[src/rtl/ast_consts.vh]
// ast_consts.vh: constants of the asynchronous serial transceiver
// assumes inclusion by bare name from rtl/ design files
`ifndef AST_CONSTS_VH
`define AST_CONSTS_VH
// register byte offsets on the axi4-lite bus
`define AST_OFS_TXDATA 8'h00
`define AST_OFS_RXDATA 8'h04
`define AST_OFS_STATUS 8'h08
`define AST_OFS_FORMAT 8'h0C
`define AST_OFS_CTRL 8'h10
`define AST_OFS_CLKDIV 8'h14
// format field positions
`define AST_FMT_LEN_LO 0
`define AST_FMT_LEN_HI 1
`define AST_FMT_TWO_STOP 2
`define AST_FMT_PAR_EVEN 3
`define AST_FMT_PAR_OMIT 4
// status bit positions
`define AST_ST_PAR_ERR 0
`define AST_ST_OVERRUN 1
`define AST_ST_TX_EMPTY 2
`define AST_ST_FRAME_ERR 3
`define AST_ST_CHAR_READY 4
`define AST_ST_CHAR_DONE 5
// reset values
`define AST_FORMAT_RST 5'h03
`define AST_DIV_RST 16'h0008
// 160 khz maximum bit clock, 20 mhz system clock
`define AST_BITCLK_MAX_KHZ 160
`define AST_CLK_KHZ 20000
// ceiling of clock over bit clock limit, sized for the 16-bit divisor
`define AST_DIV_MIN 16'h007D
`define AST_OVERSAMPLE 16
`define AST_RESP_OKAY 2'h0
`define AST_RESP_SLVERR 2'h2
`endif

[src/rtl/ast_bit_clock.v]
// ast_bit_clock.v: divider making a one-cycle 16x bit-clock enable
// assumes divisor written by software; divisor below the minimum is clamped
`timescale 1ns/1ns
`include "ast_consts.vh"
module ast_bit_clock (
   // clock and reset
   input wire aclk,
   input wire aresetn,
   // control
   input wire run,
   input wire [15:0] divisor,
   // enable out
   output reg tick_r
);
   reg [15:0] cnt_r;
   wire [15:0] lim;
   // clamp keeps the tick at or below the maximum bit clock rate
   assign lim = (divisor < `AST_DIV_MIN) ? `AST_DIV_MIN : divisor;
   always @(posedge aclk) begin
      if (!aresetn || !run) begin
         cnt_r <= 16'h0000;
         tick_r <= 1'b0;
      end else if (cnt_r >= lim - 16'h0001) begin
         cnt_r <= 16'h0000;
         tick_r <= 1'b1;
      end else begin
         cnt_r <= cnt_r + 16'h0001;
         tick_r <= 1'b0;
      end
   end
endmodule // ast_bit_clock

[src/rtl/ast_transceiver.v]
// ast_transceiver.v: full-duplex async serial transceiver, axi4-lite registers
// assumes one 20 mhz clock; serial_in is asynchronous and synchronised here
`timescale 1ns/1ns
`include "ast_consts.vh"
module ast_transceiver (
   // clock and reset
   input wire aclk,
   input wire aresetn,
   // axi4-lite write
   input wire [7:0] s_axi_awaddr,
   input wire s_axi_awvalid,
   output reg s_axi_awready,
   input wire [31:0] s_axi_wdata,
   input wire [3:0] s_axi_wstrb,
   input wire s_axi_wvalid,
   output reg s_axi_wready,
   output reg [1:0] s_axi_bresp,
   output reg s_axi_bvalid,
   input wire s_axi_bready,
   // axi4-lite read
   input wire [7:0] s_axi_araddr,
   input wire s_axi_arvalid,
   output reg s_axi_arready,
   output reg [31:0] s_axi_rdata,
   output reg [1:0] s_axi_rresp,
   output reg s_axi_rvalid,
   input wire s_axi_rready,
   // serial line
   input wire serial_in,
   output reg serial_out_r,
   // status lines
   output reg tx_holding_empty_r,
   output reg char_done_r,
   output reg rx_char_ready_r
);
   localparam TX_IDLE = 2'd0;
   localparam TX_SHIFT = 2'd1;
   localparam RX_IDLE = 2'd0;
   localparam RX_START = 2'd1;
   localparam RX_BITS = 2'd2;

   // control registers
   reg [4:0] format_r;
   reg [15:0] rx_div_r;
   reg [15:0] tx_div_r;
   reg power_on_clear_r;
   reg [7:0] tx_hold_r;
   reg [7:0] rx_hold_r;
   reg parity_err_status_r;
   reg frame_err_status_r;
   reg overrun_r;
   wire rx_tick;
   wire tx_tick;

   // each direction owns a clamped divider
   ast_bit_clock u_rx_clk (
      .aclk(aclk), .aresetn(aresetn), .run(!power_on_clear_r),
      .divisor(rx_div_r), .tick_r(rx_tick));
   ast_bit_clock u_tx_clk (
      .aclk(aclk), .aresetn(aresetn), .run(!power_on_clear_r),
      .divisor(tx_div_r), .tick_r(tx_tick));

   // number of data bits: 5 plus the two length bits
   function [3:0] data_bits;
      input [4:0] f;
      begin
         data_bits = 4'd5 + {2'b00, f[`AST_FMT_LEN_HI], f[`AST_FMT_LEN_LO]};
      end
   endfunction

   // parity bit to send/expect: odd when low select, even when high
   function par_bit;
      input [7:0] d;
      input [4:0] f;
      begin
         par_bit = (^d) ^ !f[`AST_FMT_PAR_EVEN];
      end
   endfunction

   function [7:0] len_mask;
      input [4:0] f;
      begin
         len_mask = 8'hFF >> (4'd8 - data_bits(f));
      end
   endfunction

   // stop length in ticks: 16, 24 for 5-bit extended, 32
   function [5:0] stop_ticks;
      input [4:0] f;
      begin
         if (!f[`AST_FMT_TWO_STOP])
            stop_ticks = 6'd16;
         else if (data_bits(f) == 4'd5)
            stop_ticks = 6'd24;
         else
            stop_ticks = 6'd32;
      end
   endfunction

   // transmitter
   reg [1:0] tx_st_r;
   reg [9:0] tx_sh_r;
   reg [3:0] tx_bits_r;
   reg [3:0] tx_sub_r;
   reg [5:0] tx_stop_r;
   reg tx_in_stop_r;
   reg tx_load_pend_r;
   wire [7:0] tx_d;
   assign tx_d = tx_hold_r & len_mask(format_r);

   always @(posedge aclk) begin
      if (!aresetn || power_on_clear_r) begin
         tx_st_r <= TX_IDLE;
         serial_out_r <= 1'b1;
         char_done_r <= 1'b1;
         tx_sh_r <= 10'h000;
         tx_bits_r <= 4'h0;
         tx_sub_r <= 4'h0;
         tx_stop_r <= 6'h00;
         tx_in_stop_r <= 1'b0;
      end else if (tx_tick) begin
         case (tx_st_r)
            TX_IDLE: begin
               serial_out_r <= 1'b1;
               if (tx_load_pend_r) begin
                  tx_st_r <= TX_SHIFT;
                  serial_out_r <= 1'b0;
                  char_done_r <= 1'b0;
                  // parity sits just above the last data bit, whatever the length
                  tx_sh_r <= {2'b00, tx_d} |
                     ({9'h000, par_bit(tx_d, format_r)} << data_bits(format_r));
                  tx_bits_r <= data_bits(format_r) +
                     {3'b000, !format_r[`AST_FMT_PAR_OMIT]};
                  tx_sub_r <= 4'h0;
                  tx_in_stop_r <= 1'b0;
               end
            end
            TX_SHIFT: begin
               tx_sub_r <= tx_sub_r + 4'h1;
               if (tx_in_stop_r) begin
                  tx_stop_r <= tx_stop_r - 6'h01;
                  // idle one tick early so a queued start lands on the stop end
                  if (tx_stop_r == 6'h02) begin
                     char_done_r <= 1'b1;
                     tx_st_r <= TX_IDLE;
                  end
               end else if (tx_sub_r == 4'hF) begin
                  if (tx_bits_r == 4'h0) begin
                     tx_in_stop_r <= 1'b1;
                     serial_out_r <= 1'b1;
                     tx_stop_r <= stop_ticks(format_r);
                  end else begin
                     serial_out_r <= tx_sh_r[0];
                     tx_sh_r <= {1'b1, tx_sh_r[9:1]};
                     tx_bits_r <= tx_bits_r - 4'h1;
                  end
               end
            end
            default: tx_st_r <= TX_IDLE;
         endcase
      end
   end

   // receiver: two-flop synchroniser then state machine
   reg rx_sync1_r;
   reg rx_sync2_r;
   reg rx_prev_r;
   reg [1:0] rx_st_r;
   reg [3:0] rx_sub_r;
   reg [3:0] rx_left_r;
   reg [8:0] rx_sh_r;
   reg rx_frame_err;
   wire [3:0] rx_total;
   assign rx_total = data_bits(format_r) + {3'b000, !format_r[`AST_FMT_PAR_OMIT]};

   always @(posedge aclk) begin
      if (!aresetn) begin
         rx_sync1_r <= 1'b1;
         rx_sync2_r <= 1'b1;
      end else begin
         rx_sync1_r <= serial_in;
         rx_sync2_r <= rx_sync1_r;
      end
   end

   reg rx_done_r;
   reg [7:0] rx_word;
   always @* begin
      rx_word = 8'h00;
      // shift register filled from the top; right-justify
      rx_word = (rx_sh_r[8:1] >> (4'd8 - data_bits(format_r))) & len_mask(format_r);
      if (format_r[`AST_FMT_PAR_OMIT])
         rx_word = (rx_sh_r[8:1] >> (4'd8 - data_bits(format_r))) & len_mask(format_r);
      else
         rx_word = (rx_sh_r[7:0] >> (4'd8 - data_bits(format_r))) & len_mask(format_r);
      rx_frame_err = !rx_sync2_r;
   end

   always @(posedge aclk) begin
      if (!aresetn || power_on_clear_r) begin
         rx_st_r <= RX_IDLE;
         rx_prev_r <= 1'b1;
         rx_sub_r <= 4'h0;
         rx_left_r <= 4'h0;
         rx_sh_r <= 9'h000;
         rx_done_r <= 1'b0;
      end else begin
         rx_done_r <= 1'b0;
         if (rx_tick) begin
            rx_prev_r <= rx_sync2_r;
            rx_sub_r <= rx_sub_r + 4'h1;
            case (rx_st_r)
               RX_IDLE:
                  if (rx_prev_r && !rx_sync2_r) begin
                     rx_st_r <= RX_START;
                     rx_sub_r <= 4'h1;
                  end
               RX_START:
                  if (rx_sub_r == 4'h7) begin
                     if (rx_sync2_r)
                        rx_st_r <= RX_IDLE;
                     else begin
                        rx_st_r <= RX_BITS;
                        rx_sub_r <= 4'h8;
                        rx_left_r <= rx_total;
                        rx_sh_r <= 9'h000;
                     end
                  end
               RX_BITS:
                  if (rx_sub_r == 4'h7) begin
                     if (rx_left_r == 4'h0) begin
                        rx_done_r <= 1'b1;
                        rx_st_r <= RX_IDLE;
                        rx_prev_r <= 1'b0;
                     end else begin
                        rx_sh_r <= {rx_sync2_r, rx_sh_r[8:1]};
                        rx_left_r <= rx_left_r - 4'h1;
                     end
                  end
               default: rx_st_r <= RX_IDLE;
            endcase
         end
      end
   end

   // parity check over data plus received parity bit
   wire rx_par_fail;
   // even sense wants an even count of ones, odd sense an odd count
   assign rx_par_fail = !format_r[`AST_FMT_PAR_OMIT] &&
      ((^rx_sh_r) == format_r[`AST_FMT_PAR_EVEN]);

   // axi4-lite slave: one outstanding write and read, 1-cycle answers
   reg aw_got_r;
   reg w_got_r;
   reg [7:0] aw_addr_r;
   reg [31:0] w_data_r;
   reg [3:0] w_strb_r;
   wire wr_fire;
   wire [5:0] status_word;
   assign wr_fire = aw_got_r && w_got_r && !s_axi_bvalid;
   assign status_word = {char_done_r, rx_char_ready_r, frame_err_status_r,
      tx_holding_empty_r, overrun_r, parity_err_status_r};

   always @(posedge aclk) begin
      if (!aresetn) begin
         s_axi_awready <= 1'b0;
         s_axi_wready <= 1'b0;
         s_axi_bvalid <= 1'b0;
         s_axi_bresp <= `AST_RESP_OKAY;
         s_axi_arready <= 1'b0;
         s_axi_rvalid <= 1'b0;
         s_axi_rresp <= `AST_RESP_OKAY;
         s_axi_rdata <= 32'h00000000;
         aw_got_r <= 1'b0;
         w_got_r <= 1'b0;
         aw_addr_r <= 8'h00;
         w_data_r <= 32'h00000000;
         w_strb_r <= 4'h0;
         format_r <= `AST_FORMAT_RST;
         rx_div_r <= `AST_DIV_RST;
         tx_div_r <= `AST_DIV_RST;
         power_on_clear_r <= 1'b0;
         tx_hold_r <= 8'h00;
         tx_holding_empty_r <= 1'b1;
         tx_load_pend_r <= 1'b0;
         rx_hold_r <= 8'h00;
         rx_char_ready_r <= 1'b0;
         parity_err_status_r <= 1'b0;
         frame_err_status_r <= 1'b0;
         overrun_r <= 1'b0;
      end else begin
         s_axi_awready <= !aw_got_r && !s_axi_awready && s_axi_awvalid;
         s_axi_wready <= !w_got_r && !s_axi_wready && s_axi_wvalid;
         if (s_axi_awvalid && s_axi_awready) begin
            aw_got_r <= 1'b1;
            aw_addr_r <= s_axi_awaddr;
         end
         if (s_axi_wvalid && s_axi_wready) begin
            w_got_r <= 1'b1;
            w_data_r <= s_axi_wdata;
            w_strb_r <= s_axi_wstrb;
         end
         if (s_axi_bvalid && s_axi_bready)
            s_axi_bvalid <= 1'b0;
         // transmit handover to shifter
         if (tx_tick && tx_st_r == TX_IDLE && tx_load_pend_r) begin
            tx_load_pend_r <= 1'b0;
            tx_holding_empty_r <= 1'b1;
         end
         // receive completion; set wins over software clear
         if (rx_done_r) begin
            rx_hold_r <= rx_word;
            rx_char_ready_r <= 1'b1;
            overrun_r <= rx_char_ready_r;
            frame_err_status_r <= rx_frame_err;
            parity_err_status_r <= rx_par_fail;
         end
         if (wr_fire) begin
            aw_got_r <= 1'b0;
            w_got_r <= 1'b0;
            s_axi_bvalid <= 1'b1;
            s_axi_bresp <= `AST_RESP_OKAY;
            if (aw_addr_r[7:2] == `AST_OFS_TXDATA >> 2) begin
               if (w_strb_r[0] && tx_holding_empty_r) begin
                  tx_hold_r <= w_data_r[7:0];
                  tx_holding_empty_r <= 1'b0;
                  tx_load_pend_r <= 1'b1;
               end
            end else if (aw_addr_r[7:2] == `AST_OFS_FORMAT >> 2) begin
               if (w_strb_r[0])
                  format_r <= w_data_r[4:0];
            end else if (aw_addr_r[7:2] == `AST_OFS_CTRL >> 2) begin
               if (w_strb_r[0]) begin
                  power_on_clear_r <= w_data_r[1];
                  if (w_data_r[0] && !rx_done_r)
                     rx_char_ready_r <= 1'b0;
               end
            end else if (aw_addr_r[7:2] == `AST_OFS_CLKDIV >> 2) begin
               if (w_strb_r[1:0] == 2'h3)
                  rx_div_r <= w_data_r[15:0];
               if (w_strb_r[3:2] == 2'h3)
                  tx_div_r <= w_data_r[31:16];
            end else if (aw_addr_r[7:2] != `AST_OFS_RXDATA >> 2 &&
                  aw_addr_r[7:2] != `AST_OFS_STATUS >> 2)
               s_axi_bresp <= `AST_RESP_SLVERR;
         end
         // power-on clear empties the holding and status registers; format and divisors keep their values
         if (power_on_clear_r) begin
            tx_holding_empty_r <= 1'b1;
            tx_load_pend_r <= 1'b0;
            rx_hold_r <= 8'h00;
            rx_char_ready_r <= 1'b0;
            overrun_r <= 1'b0;
            frame_err_status_r <= 1'b0;
            parity_err_status_r <= 1'b0;
         end
         // read channel
         s_axi_arready <= !s_axi_arready && !s_axi_rvalid && s_axi_arvalid;
         if (s_axi_arvalid && s_axi_arready) begin
            s_axi_rvalid <= 1'b1;
            s_axi_rresp <= `AST_RESP_OKAY;
            s_axi_rdata <= 32'h00000000;
            if (s_axi_araddr[7:2] == `AST_OFS_TXDATA >> 2)
               s_axi_rdata <= {24'h000000, tx_hold_r};
            else if (s_axi_araddr[7:2] == `AST_OFS_RXDATA >> 2)
               s_axi_rdata <= {24'h000000, rx_hold_r};
            else if (s_axi_araddr[7:2] == `AST_OFS_STATUS >> 2)
               s_axi_rdata <= {26'h0, status_word};
            else if (s_axi_araddr[7:2] == `AST_OFS_FORMAT >> 2)
               s_axi_rdata <= {27'h0, format_r};
            else if (s_axi_araddr[7:2] == `AST_OFS_CTRL >> 2)
               s_axi_rdata <= {30'h0, power_on_clear_r, 1'b0};
            else if (s_axi_araddr[7:2] == `AST_OFS_CLKDIV >> 2)
               s_axi_rdata <= {tx_div_r, rx_div_r};
            else
               s_axi_rresp <= `AST_RESP_SLVERR;
         end else if (s_axi_rvalid && s_axi_rready)
            s_axi_rvalid <= 1'b0;
      end
   end
   // tx and rx processes share only format and registers
endmodule // ast_transceiver

[config.mk]
export PLATFORM = sky130hd
export DESIGN_NAME = ast_transceiver
export DESIGN_NICKNAME = d
export VERILOG_FILES = /design/src/rtl/ast_bit_clock.v /design/src/rtl/ast_transceiver.v
export VERILOG_INCLUDE_DIRS = /design/src /design/src/rtl
export SDC_FILE = /design/constraint.sdc
export NUM_CORES = 1
export LEC_CHECK = 0
export BUFFER_PORTS_ARGS = -buffer_cell sky130_fd_sc_hd__buf_2
export CAP_MARGIN = 10
export CORE_MARGIN = 10
export CORE_UTILIZATION = 40
export CTS_CLUSTER_DIAMETER = 80
export DETAILED_ROUTE_END_ITERATION = 12
export GPL_ROUTABILITY_DRIVEN = 0
export PLACE_DENSITY = 0.54
export SLEW_MARGIN = 10
export SYNTH_ARGS = -nofsm -noshare
export SYNTH_HDL_FRONTEND = slang
export SYNTH_HIERARCHICAL = 1
export SYNTH_SLANG_ARGS = --single-unit
[constraint.sdc]
create_clock -name aclk -period 4.8 [get_ports aclk]
set_input_delay 0.96 -clock aclk [delete_from_list [all_inputs] [get_ports aclk]]
set_output_delay 0.96 -clock aclk [all_outputs]
set_load 0.1 [all_outputs]
# Yosys cells after proc, flatten, opt, wreduce, memory -nomap -nowiden
# Cells that the tools add are included.
# op_classes
shifts,4
n_bitwise,12
n_lt_le_gt_ge,4
reduce_logical,65
n_addsub,12
mux,99
eq_ne,32
# op_table
operator,count
$mux W32,6
$mux W4,12
$mux W10,4
$mux W2,19
$mux W9,4
$mux W1,35
$add A16 B1 Y16 const B,2
$ge A16 B16 Y1,2
$lt A16 B7 Y1 const B,2
$mux W16,2
$pmux W4 S2,4
$sub A16 B1 Y16 const B,2
$mux W6,5
$and A8 B8 Y8,3
$eq A6 B2 Y1 const B,4
$eq A6 B3 Y1 const B,4
$ne A2 B2 Y1 const B,12
$reduce_and A6 Y1,4
$logic_and A1 B1 Y1,20
$pmux W10 S2,1
$pmux W9 S2,1
$reduce_and A4 Y1,4
$shr A8 B4 Y8,2
$reduce_and A5 Y1,3
other kinds (34),71
# totals
register_bits,233
wordCells,273
output_inout_bits,45
in_bits,60

# Depth between registers and ports, before layout
# logic_depth
ltp_word,10
ltp_mapped,17
ltp_nobuf,15

# Modules after synthesis
# The synthesis kept the hierarchy.
# by_module_without_submodules
mod,instances,cells_each,seq_area_each_um2,area_each_um2
ast_transceiver,1,1005,3883.7,8901.0
ast_bit_clock at u_rx_clk,1,168,340.3,1390.1
ast_bit_clock at u_tx_clk,1,160,340.3,1358.8

# Least setup slack after synthesis
# No wires, ideal clock.
# synth_timing
path_type,reg-to-reg
from,register tx_div_r[8]
to,register u_tx_clk.cnt_r[11]
synth_period_minus_slack_ps,3980
n_path_buf,1
required_time_ps,4668
slack_ps,820
setup_time_ps,132
arrival_ps,3848
path_stages_with_launch,15
path_cell_list,dfxtp_1 > or4_1 > or4b_4 > a31oi_4 > nand2b_1 > ha_1 > nand2_1 > nor3_1 > xnor2_1 > ha_1 > and4_1 > o311ai_0 > a41oi_1 > clkbuf_1 > nor3_1
# synth_via
elab_chain_cells,5
# synth_lines
item,line_no,rtl
start: declaration,ast_transceiver.v:45,reg [15:0] tx_div_r;
start signal: assignment,ast_transceiver.v:281,tx_div_r <= `AST_DIV_RST;
start signal: assignment,ast_transceiver.v:342,tx_div_r <= w_data_r[31:16];
$lt A16 B7 Y1 (no source line),-,
$mux W16 (*),ast_bit_clock.v:18,assign lim = (divisor < `AST_DIV_MIN) ? `AST_DIV_MIN : divisor;
$sub A16 B1 Y16 (*),ast_bit_clock.v:23,end else if (cnt_r >= lim - 16'h0001) begin
$ge A16 B16 Y1 (*),ast_bit_clock.v:23,
$reduce_or A2 Y1 (no source line) (*),-,
end signal: assignment,ast_bit_clock.v:27,cnt_r <= cnt_r + 16'h0001;
end: declaration,ast_bit_clock.v:15,reg [15:0] cnt_r;
# Every way passes the cells marked *; elsewhere a longest branch is shown, timed or not.
# A chain may end at the register's enable or synchronous reset.

# Final worst setup path
# layout_timing
from,register rx_div_r[13]
to,register u_rx_clk.tick_r
# layout_via
elab_chain_cells,5
# layout_lines
item,line_no,rtl
start: declaration,ast_transceiver.v:44,reg [15:0] rx_div_r;
start signal: assignment,ast_transceiver.v:280,rx_div_r <= `AST_DIV_RST;
start signal: assignment,ast_transceiver.v:340,rx_div_r <= w_data_r[15:0];
$lt A16 B7 Y1 (no source line),-,
$mux W16 (*),ast_bit_clock.v:18,
$sub A16 B1 Y16 (*),ast_bit_clock.v:23,
$ge A16 B16 Y1 (*),ast_bit_clock.v:23,
$mux W1 (*),ast_bit_clock.v:23,
end signal: assignment,ast_bit_clock.v:22,tick_r <= 1'b0;
end signal: assignment,ast_bit_clock.v:25,tick_r <= 1'b1;
end signal: assignment,ast_bit_clock.v:28,tick_r <= 1'b0;
end: declaration,ast_bit_clock.v:13,output reg tick_r
# Marked as above.

==> metrics <==
outcome=complete, no violations; I/O Pins=105; setup bufs post-CTS=0; data arrival time of the worst path=4560 ps; Hold-fix buffers, CTS=0; crit path from=rx_div_r[13]; fmax=241 MHz; switching power=0.000924 W; minimum clock period=4150 ps; R2R cell count=16; Routed WL per cell=17.0 microns; Max rail drop VDD=195 uV; post-route non-filler standard cell count=1802; Mapped Avg Cell Area=8.74 sq um; antenna cell count=0; Crit. End Element=register; area added between synthesis and finish=14.2%; Cell Area, Synth=11600 sq um; Worst R2R Setup Slack=650 ps; Die X=191 microns; drt total wl=30.6 mm; GRT Residual Overflow=0; Min-Delay Path Class=register to register; Nets=1507; vias in the first global route=9368; synth warn=6; Total Neg Setup Slack=0 ps; WHS Path Cells=1; Slew HR=0.313; internal power=0.00334 W; CP max stage cell=or4_4; die area=36400 sq um; CTS sink cnt=228; Max-cap violations=0; drt via density=5.31; M1 WL=15.3 mm; Area contributors post-synth=dfxtp_1 (39%), nand2_1 (7.0%), ha_1 (5.0%), a21boi_0 (3.7%), mux2i_1 (3.4%); Synth cell types=87; vias=9575; IO buf count=98; Net Sw Frac=0.217; final-report setup violation count=0; worst-margin pin slew=1030 ps; clock root cell=clkbuf_16; pre-CTS WS=630 ps; Pleak=4.88 nW; met2 routed WL=13.6 mm; post-synth top area share=0.392; Clock Skews=12.6 ps; total CTS buffers=26; layout cell share with drive strength beyond 1=0.155; register area=4560 sq um; Initial Utilization=0.406; placed cells=1755; met3 wire len=1.28 mm; total power=0.00426 W; detailed-placement wirelength estimate=22.0 mm; sequential share of power=0.454; Setup Crit Path Kind=register to register; FF+latch count, synth=228; router iterations before antenna repair=5; Hold Startpoint=rx_sync1_r; critical path launch point type=register; footprint of the multi-input gates=6670 sq um; first-pass GRT wire length=50.5 mm; largest net degree at the start of global routing=106; combinational power share=0.042; Iter 0 DRT Violations=460; initial antenna violation count=0; Worst R2R Start=rx_div_r[13]; Critical Path RT=5210 ps; CTS tree=done; slowest stage delay, CP=610 ps; standard-cell row count=62; worst skew pair latency=530 ps; worst setup margin=652 ps; worst path cell trace=or4_4 > nor4b_4 > o21a_4 > nand2b_1 > ha_1 > nand2_1 > or2_0 > nor3_1 > xnor2_1 > ha_1 > a21o_1 > a21oi_1 > and3_1 > a32oi_1 > buf_4 > and3_1; largest area contributor in the netlist=dfxtp_1; CTS H-tree depth=1; Cell Pwr Density=320 nW/um^2; RSZ-0062 raised after global routing=false; FFs w/ async S/R, synth=0; EDFF count, synth=0; clock slew at reported path FFs=60 ps; GRT Overall Usage=0.166; Post-CTS Resized=0; Seq/Total Area, Yosys=0.392; Die Y=191 microns; CTS Buffer Depth=3; Clk pwr share=0.504; Synth Flop Type=dfxtp_1; Layout fillers=2856; top post-synthesis cells by count=dfxtp_1 (228), nand2_1 (217), nor2_1 (79); most instantiated library cell after synthesis=dfxtp_1; Antenna Nets Post-Route=0; period utilization=0.864; top sig layer=met4; Hold EP=rx_sync2_r; Mapped Cells=1333; Core Footprint=28700 sq um; worst-path fanout max=17; final hold vios=0; Pins Over Slew Limit=0; FF-to-FF End=u_rx_clk/tick_r; Remaining DRCs=0
[worst max-delay path by stage]
stage | endpoint | slack, ps
2_1_floorplan | u_tx_clk/cnt_r[11] | 820
3_3_place_gp | u_tx_clk/tick_r | 690
3_5_place_dp | u_tx_clk/tick_r | 630
4_1_cts | u_tx_clk/tick_r | 630
5_1_grt | u_rx_clk/cnt_r[5] | 290
6_report | u_rx_clk/tick_r | 650
[sequential cells by signal, indices dropped and copies added, names as in the netlist, 5 cells and up]
name and cells:
tx_sh_r 10, format_r 5, tx_hold_r 8, rx_div_r 16
tx_stop_r 6, w_data_r 32, rx_hold_r 8, aw_addr_r 6
u_tx_clk/cnt_r 16, tx_div_r 16, u_rx_clk/cnt_r 16, s_axi_rdata 32
rx_sh_r 9
[cell families (layout without fill, tap and decap cells)]
family,count (synthesis),after routing,share of synthesized area
AND/OR/NAND/NOR,559,559,0.242
buffers and inverters,94,178,0.0366
adder cells (fa/ha/maj),48,48,0.0522
other,1,2,0.000322
AO/OA/AOI/OAI,289,289,0.181
flip-flops,228,228,0.392
multiplexers,48,48,0.0432
XOR/XNOR,66,66,0.0532
[worst max-delay path, delay by kind of cell (launching register included)]
kind	cells	cell delay (ps)
simple gates	8	2140
compound gates	4	660
fa+ha+maj	2	490
flops	1	370
buf+inv	1	210
xor+xnor	1	160
[area by class of cell]
type | instances | share of cell area
Multi-Input combinational cell | 1012 | 0.501
Sequential cell | 228 | 0.343
Clock buffer | 41 | 0.0608
Timing Repair Buffer | 106 | 0.0416
Tap cell | 384 | 0.0361
Clock inverter | 6 | 0.0101
Inverter | 25 | 0.00705
[power groups by stage]
stage / clock (W) / combinational (W) / sequential (W)
finish: 0.00215 / 0.000179 / 0.00193
global route: 0.00228 / 0.000197 / 0.00194
CTS: 0.00221 / 0.000180 / 0.00193
detailed placement: 0 / 0.000180 / 0.00197
global placement: 0 / 0.000179 / 0.00197
floorplan: 0 / 0.000105 / 0.00199
[per-layer routing]
| metal | GRT usage | vias up |
|---|---|---|
| met3 | 0.0307 | 29 |
| met2 | 0.267 | 154 |
| met1 | 0.229 | 4535 |
| met4 | 0.0315 | 0 |
| met5 | 0 | - |
| li1 | - | 4857 |
[per-stage QoR]
stage / hold slack (ps) / utilization / area (sq um)
floorplan: 386 / - / 11700
global placement: 400 / 0.431 / 12400
detailed placement: 427 / 0.431 / 12400
CTS: 434 / 0.463 / 13300
global route: 466 / 0.463 / 13300
finish: 425 / 0.463 / 13300
[cells in the final DEF (no fill, tap or decap), drive strengths merged, types with 4 or more instances in the layout]
cell,n
dfxtp,228
nand2,217
buf,106
nor2,80
nor3,70
a21boi,68
a21oi,67
nor2b,60
ha,47
nand3,44
clkbuf,41
mux2i,39
xnor2,39
o21ai,39
a22oi,34
xor2,24
inv,24
a211oi,15
nand2b,14
nor4,14
nand4,13
mux2,8
a31oi,8
and3,7
a21o,6
nor3b,6
and4,5
a22o,5
o21a,5
nor4bb,4
o211a,4
o211ai,4
or3,4
a221o,4
a41oi,4
bufinv,4
and2,4
Power figures use the tool's default switching activity.
